<file path="config.mk">
export PLATFORM = sky130hd
export DESIGN_NAME = sensor_config_register
export DESIGN_NICKNAME = d
export VERILOG_FILES = /design/src/hw/sensor_cfg_pkg.sv /design/src/hw/sensor_config_register.sv /design/src/hw/hyst_comparator.sv
export SDC_FILE = /design/constraint.sdc
export NUM_CORES = 1
export LEC_CHECK = 0
export ABC_CLOCK_PERIOD_IN_PS = 3840
export BUFFER_PORTS_ARGS = -buffer_cell sky130_fd_sc_hd__buf_2
export CELL_PAD_IN_SITES_DETAIL_PLACEMENT = 1
export CELL_PAD_IN_SITES_GLOBAL_PLACEMENT = 1
export CORE_MARGIN = 2
export CORE_UTILIZATION = 40
export CTS_CLUSTER_SIZE = 12
export DETAILED_ROUTE_END_ITERATION = 7
export PLACE_DENSITY = 0.89
export SYNTH_ARGS = -nofsm -noshare
export SYNTH_HDL_FRONTEND = slang
export SYNTH_SLANG_ARGS = --single-unit
</file>
<file path="constraint.sdc">
create_clock -name i_clk -period 3.84 [get_ports i_clk]
set_clock_uncertainty 0.1 [all_clocks]
set_input_delay 0.384 -clock i_clk [delete_from_list [all_inputs] [get_ports i_clk]]
set_output_delay 0.384 -clock i_clk [all_outputs]
set_load 0.005 [all_outputs]
</file>
<file path="src/hw/sensor_cfg_pkg.sv">
// Purpose: Shared constants and types for the sensor configuration word.
// Assumes: Temperatures are signed 16-bit values in steps of 1/16 degree.
// Notes:   Offsets, field positions and reset values live here only.
// Functional notes
// 16-bit config word at pointer 01, resets zero
// Hysteresis codes 01/10/11 give 1.5/3.0/6.0 degrees
// Hysteresis code 00 means no hysteresis
// Hysteresis writes ignored while either lock set
// Hysteresis writable in shutdown when unlocked
// Bit 8: 0 continuous, 1 shutdown
// Shutdown halts conversions, register access continues
// Event output deasserted throughout shutdown; the code deasserts it from the second cycle of shutdown, as ev_q is registered
// Setting shutdown refused while either lock set
// Clearing shutdown always accepted
// Ambient value held during shutdown
// Hysteresis widens event boundary comparisons
package sensor_cfg_pkg;
  localparam int          TEMP_W      = 16;
  localparam logic [7:0]  CFG_PTR     = 8'h01;
  localparam logic [15:0] CFG_RESET   = 16'h0000;
  localparam int          HYST_HI     = 10;
  localparam int          HYST_LO     = 9;
  localparam int          SHUTDOWN_SELECT_BIT    = 8;
  localparam int          CRIT_LK_BIT = 7;
  localparam int          WIN_LK_BIT  = 6;
  localparam int          INT_CLR_BIT = 5;
  localparam int          EV_STAT_BIT = 4;
  localparam int          EV_EN_BIT   = 3;
  localparam int          EV_SEL_BIT  = 2;
  localparam int          EV_POL_BIT  = 1;
  localparam int          EV_MODE_BIT = 0;
  // Hysteresis amounts in 1/16 degree steps.
  localparam logic [TEMP_W-1:0] HYST_0P0 = 16'h0000;
  localparam logic [TEMP_W-1:0] HYST_1P5 = 16'h0018;
  localparam logic [TEMP_W-1:0] HYST_3P0 = 16'h0030;
  localparam logic [TEMP_W-1:0] HYST_6P0 = 16'h0060;
  localparam logic [1:0] HC_NONE = 2'h0;
  localparam logic [1:0] HC_1P5  = 2'h1;
  localparam logic [1:0] HC_3P0  = 2'h2;

  typedef struct packed {
    logic [1:0] hyst;
    logic       shutdown_select;
    logic       crit_lock;
    logic       win_lock;
    logic       ev_en;
    logic       ev_sel;
    logic       ev_pol;
    logic       ev_mode;
  } cfg_type;

  typedef struct packed {
    logic [TEMP_W-1:0] upper;
    logic [TEMP_W-1:0] lower;
    logic [TEMP_W-1:0] crit;
  } limits_type;
endpackage

</file>
<file path="src/hw/sensor_config_register.sv">
// Purpose: Configuration word, lock protection, shutdown and event output.
// Assumes: The serial decoder gives one-cycle read and write strobes.
// Notes:   Limits and the converter sit outside; this block gates them.
`timescale 1ns/1ps
`default_nettype none
module sensor_config_register
  import sensor_cfg_pkg::*;
#(
  parameter int W = TEMP_W
) (
  // Clock, reset and clock enable
  input  wire logic         i_clk,
  input  wire logic         i_rst,
  input  wire logic         i_ce,
  // Register access from the serial port
  input  wire logic         i_wr,
  input  wire logic         i_rd,
  input  wire logic [7:0]   i_ptr,
  input  wire logic [15:0]  i_wdata,
  output logic [15:0]       o_rdata,
  output logic              o_rd_valid,
  // Conversion engine and limits
  input  wire logic         i_conv_valid,
  input  wire logic [W-1:0] i_conv_temp,
  input  wire limits_type   i_limits,
  output logic              o_conv_enable,
  output logic [W-1:0]      o_ambient_temp_value,
  // Lock state for the limit registers
  output logic              o_crit_lock,
  output logic              o_win_lock,
  // Event pin level after polarity
  output logic              o_event
);
  cfg_type        cfg_q;
  cfg_type        cfg_d;
  logic [W-1:0]   amb_q;
  logic [W-1:0]   amb_d;
  logic           int_flag_q;
  logic           int_flag_d;
  logic           win_prev_q;
  logic           win_prev_d;
  logic           ev_q;
  logic           ev_d;
  logic [15:0]    rdata_q;
  logic [15:0]    rdata_d;
  logic           rdv_q;
  logic           rdv_d;
  logic           cfg_wr;
  logic           locked;
  logic [W-1:0]   hyst_amount;
  logic           up_trip;
  logic           lo_trip;
  logic           cr_trip;
  logic           win_cond;

  assign cfg_wr = i_wr && (i_ptr == CFG_PTR);
  assign locked = cfg_q.crit_lock || cfg_q.win_lock;

  always_comb begin
    case (cfg_q.hyst)
      HC_NONE: hyst_amount = HYST_0P0;
      HC_1P5:  hyst_amount = HYST_1P5;
      HC_3P0:  hyst_amount = HYST_3P0;
      default: hyst_amount = HYST_6P0;
    endcase
  end

  hyst_comparator #(.W(W), .ABOVE(1'b1), .INCLUSIVE(1'b0)) u_upper (
    .i_clk   (i_clk),
    .i_rst   (i_rst),
    .i_ce    (i_ce),
    .i_temp  (amb_q),
    .i_limit (i_limits.upper),
    .i_hyst  (hyst_amount),
    .o_trip  (up_trip)
  );
  hyst_comparator #(.W(W), .ABOVE(1'b0), .INCLUSIVE(1'b0)) u_lower (
    .i_clk   (i_clk),
    .i_rst   (i_rst),
    .i_ce    (i_ce),
    .i_temp  (amb_q),
    .i_limit (i_limits.lower),
    .i_hyst  (hyst_amount),
    .o_trip  (lo_trip)
  );
  hyst_comparator #(.W(W), .ABOVE(1'b1), .INCLUSIVE(1'b1)) u_crit (
    .i_clk   (i_clk),
    .i_rst   (i_rst),
    .i_ce    (i_ce),
    .i_temp  (amb_q),
    .i_limit (i_limits.crit),
    .i_hyst  (hyst_amount),
    .o_trip  (cr_trip)
  );

  assign win_cond = !cfg_q.ev_sel && (up_trip || lo_trip);

  // Configuration word with lock protection.
  always_comb begin
    cfg_d = cfg_q;
    if (cfg_wr) begin
      if (!locked) begin
        cfg_d.hyst    = i_wdata[HYST_HI:HYST_LO];
        cfg_d.ev_en   = i_wdata[EV_EN_BIT];
        cfg_d.ev_pol  = i_wdata[EV_POL_BIT];
        cfg_d.ev_mode = i_wdata[EV_MODE_BIT];
      end
      if (!cfg_q.win_lock) begin
        cfg_d.ev_sel = i_wdata[EV_SEL_BIT];
      end
      // Shutdown may always be left, but only entered while unlocked.
      if (!i_wdata[SHUTDOWN_SELECT_BIT]) begin
        cfg_d.shutdown_select = 1'b0;
      end else if (!locked) begin
        cfg_d.shutdown_select = 1'b1;
      end
      // Lock bits stick until reset.
      cfg_d.crit_lock = cfg_q.crit_lock || i_wdata[CRIT_LK_BIT];
      cfg_d.win_lock  = cfg_q.win_lock || i_wdata[WIN_LK_BIT];
    end
  end

  // Ambient value, event flags and event output.
  always_comb begin
    amb_d      = amb_q;
    if (i_conv_valid && !cfg_q.shutdown_select) begin
      amb_d = i_conv_temp;
    end
    win_prev_d = win_cond;
    int_flag_d = int_flag_q;
    if (cfg_wr && i_wdata[INT_CLR_BIT]) begin
      int_flag_d = 1'b0;
    end
    // A new window crossing in the clear cycle still sets the flag.
    if (!cfg_q.shutdown_select && win_cond && !win_prev_q) begin
      int_flag_d = 1'b1;
    end
    ev_d = !cfg_q.shutdown_select && cfg_q.ev_en
           && (cr_trip || (cfg_q.ev_mode ? int_flag_q : win_cond));
  end

  // Read path; other pointers read as zero from this block.
  always_comb begin
    rdata_d = rdata_q;
    rdv_d   = i_rd;
    if (i_rd) begin
      rdata_d = 16'h0000;
      if (i_ptr == CFG_PTR) begin
        rdata_d[HYST_HI:HYST_LO] = cfg_q.hyst;
        rdata_d[SHUTDOWN_SELECT_BIT]        = cfg_q.shutdown_select;
        rdata_d[CRIT_LK_BIT]     = cfg_q.crit_lock;
        rdata_d[WIN_LK_BIT]      = cfg_q.win_lock;
        rdata_d[EV_STAT_BIT]     = ev_q;
        rdata_d[EV_EN_BIT]       = cfg_q.ev_en;
        rdata_d[EV_SEL_BIT]      = cfg_q.ev_sel;
        rdata_d[EV_POL_BIT]      = cfg_q.ev_pol;
        rdata_d[EV_MODE_BIT]     = cfg_q.ev_mode;
      end
    end
  end

  always_ff @(posedge i_clk or posedge i_rst) begin
    if (i_rst) begin
      // The struct packs fields densely, so only a reset word with bits 10:4 zero maps directly.
      cfg_q      <= cfg_type'(CFG_RESET[$bits(cfg_type)-1:0]);
      amb_q      <= '0;
      int_flag_q <= 1'b0;
      win_prev_q <= 1'b0;
      ev_q       <= 1'b0;
      rdata_q    <= 16'h0000;
      rdv_q      <= 1'b0;
    end else if (i_ce) begin
      cfg_q      <= cfg_d;
      amb_q      <= amb_d;
      int_flag_q <= int_flag_d;
      win_prev_q <= win_prev_d;
      ev_q       <= ev_d;
      rdata_q    <= rdata_d;
      rdv_q      <= rdv_d;
    end
  end

  assign o_rdata              = rdata_q;
  assign o_rd_valid           = rdv_q && i_ce;
  assign o_conv_enable        = !cfg_q.shutdown_select;
  assign o_ambient_temp_value = amb_q;
  assign o_crit_lock          = cfg_q.crit_lock;
  assign o_win_lock           = cfg_q.win_lock;
  assign o_event              = cfg_q.ev_pol ? ev_q : !ev_q;
endmodule
`default_nettype wire

</file>
<file path="src/hw/hyst_comparator.sv">
// Purpose: One limit comparator with a hysteresis band on release.
// Assumes: Temperature and limit are signed and share one scale.
// Notes:   Trips past the limit, releases only past limit minus hysteresis (limit plus hysteresis for a lower limit).
`timescale 1ns/1ps
`default_nettype none
module hyst_comparator #(
  parameter int W         = 16,
  parameter bit ABOVE     = 1'b1,
  parameter bit INCLUSIVE = 1'b0
) (
  // Clock and reset
  input  wire logic         i_clk,
  input  wire logic         i_rst,
  input  wire logic         i_ce,
  // Compare inputs
  input  wire logic [W-1:0] i_temp,
  input  wire logic [W-1:0] i_limit,
  input  wire logic [W-1:0] i_hyst,
  // Result
  output logic              o_trip
);
  logic          trip_q;
  logic          trip_d;
  logic signed [W:0] t_s;
  logic signed [W:0] l_s;
  logic signed [W:0] h_s;
  logic          beyond;
  logic          released;

  always_comb begin
    t_s = {i_temp[W-1], i_temp};
    l_s = {i_limit[W-1], i_limit};
    h_s = {1'b0, i_hyst};
    if (ABOVE) begin
      beyond   = INCLUSIVE ? (t_s >= l_s) : (t_s > l_s);
      released = t_s < (l_s - h_s);
    end else begin
      beyond   = INCLUSIVE ? (t_s <= l_s) : (t_s < l_s);
      released = t_s > (l_s + h_s);
    end
    trip_d = trip_q;
    if (beyond) begin
      trip_d = 1'b1;
    end else if (released) begin
      trip_d = 1'b0;
    end
  end

  always_ff @(posedge i_clk or posedge i_rst) begin
    if (i_rst) begin
      trip_q <= 1'b0;
    end else if (i_ce) begin
      trip_q <= trip_d;
    end
  end

  assign o_trip = trip_q;
endmodule
`default_nettype wire

</file>
==> flow_summary.json <==
{
  "instances_no_fill": 798,
  "wl_met1_um": 6160,
  "power_density_mw_per_mm2": 310,
  "largest_net_degree_at_the_start_of_global_routing": 43,
  "synthDominantCellAreaShare": 0.267,
  "synth_edf_count": 0,
  "sequential_cell_area_sq_mm": 0.00105,
  "diodes": 0,
  "rows": 40,
  "fill_cells": 1461,
  "yosys_most_used_dff": "sky130_fd_sc_hd__dfrtp_1",
  "final_weighted_congestion_in_routability_driven_placement": 0.845,
  "drt_first_pass_iters": 4,
  "fp.dieArea_sq_mm": 0.0130,
  "route.met3.wl_um": 808,
  "nNetsFinal": 851,
  "worst-path-stages": 15,
  "worstPathCellList": "inv_1, ha_4, ha_1, inv_1, fa_1, maj3_2, a21oi_1, xnor2_1, ha_1, a21oi_1, nand2_1, a221oi_1, o21ai_0, a21oi_1, o2bb2ai_1",
  "crit_required_ns": 3.91,
  "post_route_drc_violation_count": 0,
  "synthCells": 529,
  "yosys-top-cells-area": "sky130_fd_sc_hd__ha_1 (27%), sky130_fd_sc_hd__dfrtp_1 (22%), sky130_fd_sc_hd__xnor2_1 (5.3%)",
  "total_power_consumption_mw": 1.78,
  "highest_layer": "met4",
  "pre_cts_slack_ns": 0.0760,
  "run_status": "complete, no violations",
  "finalWorstSetupSlack_ns": 0.236,
  "crit_path_start_kind": "flip-flop",
  "max_slew_margin": 0.477,
  "maxCapViolations": 0,
  "max_freq_mhz": 277,
  "final_cell_mix": "sky130_fd_sc_hd__buf_2 (118), sky130_fd_sc_hd__ha_1 (101), sky130_fd_sc_hd__inv_1 (65), sky130_fd_sc_hd__dfrtp_1 (41), sky130_fd_sc_hd__nand2_1 (31)",
  "routedWlPerCell_um": 18.6,
  "cp_data_arrival_time_ns": 3.67,
  "h_tree_lvl_count": 2,
  "dpl.hpwl_um": 12400,
  "clock_latency_ns": 0.29,
  "grt_antenna_before_repair": 0,
  "cp_num_buf_inv": 2,
  "die_x_um": 114,
  "asyncSetResetFlopFracSynth": 1.00,
  "area_growth_pct": 19.2,
  "placed_cells_incl_taps": 790,
  "worst-setup-path-type": "reg2reg",
  "grt_first_pass_wirelength_um": 23700,
  "longest_clk_path_bufs": 2,
  "finish.utilization": 0.483,
  "synthDominantAreaCellType": "sky130_fd_sc_hd__ha_1",
  "cts-hold-fix-buffers": 0,
  "placement.io_buffers": 118,
  "ratio_of_cells_with_drive_above_1_in_the_final_layout": 0.263,
  "detail_route.wirelength_um": 14800,
  "ys_seq_area_frac": 0.218,
  "timing.critical_path.fanout_max": 4,
  "finalHoldViolCount": 0,
  "io-pin-count": 131,
  "vias_per_inst": 5.62,
  "vias_after_detailed_routing": 4482,
  "setup_viol_count_final": 0,
  "slew_violations": 0,
  "clock_tree.root_cell": "sky130_fd_sc_hd__clkbuf_16",
  "tritoncts": "done",
  "kind_of_cell_adding_the_most_delay_to_the_critical_path": "adder cells",
  "global_route.usage.total": 0.231,
  "final_common_cell": "sky130_fd_sc_hd__buf_2",
  "tightest_slew_ns": 0.782,
  "cp_common_cell": "sky130_fd_sc_hd__a21oi_1",
  "syn-cell-area_sq_mm": 0.00483,
  "grt-ovfl-total": 0,
  "via_count_of_the_first_global_routing_pass": 4892,
  "worst_r2r_path_depth": 15,
  "dpl_cell_area_sq_mm": 0.00556,
  "netlist-cell-type-count": 64,
  "critical-path-max-stage-delay_ns": 0.44,
  "core_region_area_sq_mm": 0.0119,
  "clk_pin_slew_worst_paths_ns": 0.06,
  "synth_area_per_cell_sq_um": 9.12,
  "yosysWarningCount": 0,
  "floorplan.initialDensity": 0.405,
  "total_leakage_power_nw": 3.00,
  "worst_hold_path_type": "in2async",
  "total_met2_wirelength_after_detailed_routing_um": 7490,
  "critPathSlowestCell": "sky130_fd_sc_hd__dfrtp_2",
  "post_route_cell_area_sq_mm": 0.00575,
  "critPathCaptureType": "flip-flop",
  "ir_worst_vdd_mv": 0.162,
  "clkSinkCount": 42,
  "multi_input_comb_area_sq_mm": 0.00351,
  "initialDrtViolationCount": 135,
  "route.antenna.remaining_nets": 0,
  "vertical_die_dimension_um": 114,
  "post-route-period-util": 0.939,
  "min_tclk_post_route_ns": 3.60,
  "ys_ff_latch": 42,
  "cts_inserted_buffers": 5
}
==> power by group <==
group / internal (mW) / switching, mW
registers: 0.485 / 0.0954
clock network: 0.238 / 0.168
logic: 0.367 / 0.430
total: 1.09 / 0.693
==> routing by layer <==
metal | up-vias | global-route usage
met5 | - | 0
met4 | 0 | 0.0789
li1 | 2150 | -
met1 | 2183 | 0.268
met3 | 28 | 0.0377
met2 | 121 | 0.430
==> registers in the layout, indices dropped and copies added, names as in the netlist <==
signal and cells:
ev_q 1, u_crit.o_trip 1, o_ambient_temp_value 16, u_upper.o_trip 1
o_rdata 10, rdv_q 1, win_prev_q 1, o_win_lock 1
o_crit_lock 1, int_flag_q 1, cfg_q 7, u_lower.o_trip 1
==> worst paths after layout <==
check                      startpoint        endpoint  slack, ns
setup / recovery             cfg_q[8]  u_upper.o_trip       0.24
hold / removal                  i_rst        cfg_q[7]       0.11
setup reg to reg             cfg_q[8]  u_upper.o_trip       0.24
hold reg to reg            win_prev_q      int_flag_q       0.39
max in group asynchronous       i_rst        cfg_q[8]       3.14
min in group i_clk         i_wdata[7]     o_crit_lock       0.20
==> through the flow <==
step	TNS, ns	hold slack (ns)
after detailed placement	0	0.378
final	0	0.112
after CTS	0	0.142
after floorplan	0	0.333
after global placement	0	0.347
after global routing	-0.0631	0.183
==> logic make-up after synthesis <==
group,share of synthesized area
buffers and inverters,0.0690
AO/OA/AOI/OAI,0.168
adder cells (fa/ha/maj),0.286
flip-flops,0.218
AND/OR/NAND/NOR,0.149
multiplexers,0.0490
other,0.000777
XOR/XNOR,0.0599
==> synthesized netlist by cell type, types with 3 or more instances <==
| master | n |
|---|---|
| sky130_fd_sc_hd__ha_1 | 103 |
| sky130_fd_sc_hd__inv_1 | 66 |
| sky130_fd_sc_hd__dfrtp_1 | 42 |
| sky130_fd_sc_hd__nand2_1 | 31 |
| sky130_fd_sc_hd__a21oi_1 | 30 |
| sky130_fd_sc_hd__xnor2_1 | 29 |
| sky130_fd_sc_hd__nor2_1 | 23 |
| sky130_fd_sc_hd__o21ai_0 | 20 |
| sky130_fd_sc_hd__a21o_1 | 19 |
| sky130_fd_sc_hd__nand4_1 | 18 |
| sky130_fd_sc_hd__nand3_1 | 14 |
| sky130_fd_sc_hd__mux2_2 | 13 |
| sky130_fd_sc_hd__a22o_1 | 10 |
| sky130_fd_sc_hd__buf_4 | 7 |
| sky130_fd_sc_hd__nor3_1 | 7 |
| sky130_fd_sc_hd__a211oi_1 | 5 |
| sky130_fd_sc_hd__and4_1 | 4 |
| sky130_fd_sc_hd__mux2_1 | 4 |
| sky130_fd_sc_hd__nor2b_1 | 4 |
| sky130_fd_sc_hd__o21ai_1 | 4 |
| sky130_fd_sc_hd__xor2_1 | 4 |
| sky130_fd_sc_hd__a211o_1 | 3 |
| sky130_fd_sc_hd__a21oi_2 | 3 |
| sky130_fd_sc_hd__a221o_1 | 3 |
| sky130_fd_sc_hd__a221oi_1 | 3 |
| sky130_fd_sc_hd__a31oi_1 | 3 |
| sky130_fd_sc_hd__and3_1 | 3 |
| sky130_fd_sc_hd__fa_1 | 3 |
| sky130_fd_sc_hd__maj3_2 | 3 |
| sky130_fd_sc_hd__mux2_4 | 3 |
| sky130_fd_sc_hd__nor4_1 | 3 |
| sky130_fd_sc_hd__o21bai_1 | 3 |
==> tightest hold or removal path: stages <==
cell and delay [ns]:
sky130_fd_sc_hd__buf_2 0.10, sky130_fd_sc_hd__clkinv_1 0.03, sky130_fd_sc_hd__buf_4 0.44
==> cell type report <==
class | instances | area share
well taps | 147 | 0.0320
clock buffers | 7 | 0.0231
flip-flops and latches | 42 | 0.183
multi-input cells | 413 | 0.611
repair buffers | 121 | 0.107
inverters | 68 | 0.0444
==> repair_timing <==
| action | in CTS | in global routing |
|---|---|---|
| buffers inserted | 0 | 1 |
| gates resized for setup | 0 | 11 |
| setup endpoints to repair | 0 | 3 |
No activity file was read; power rests on OpenSTA's default activity.
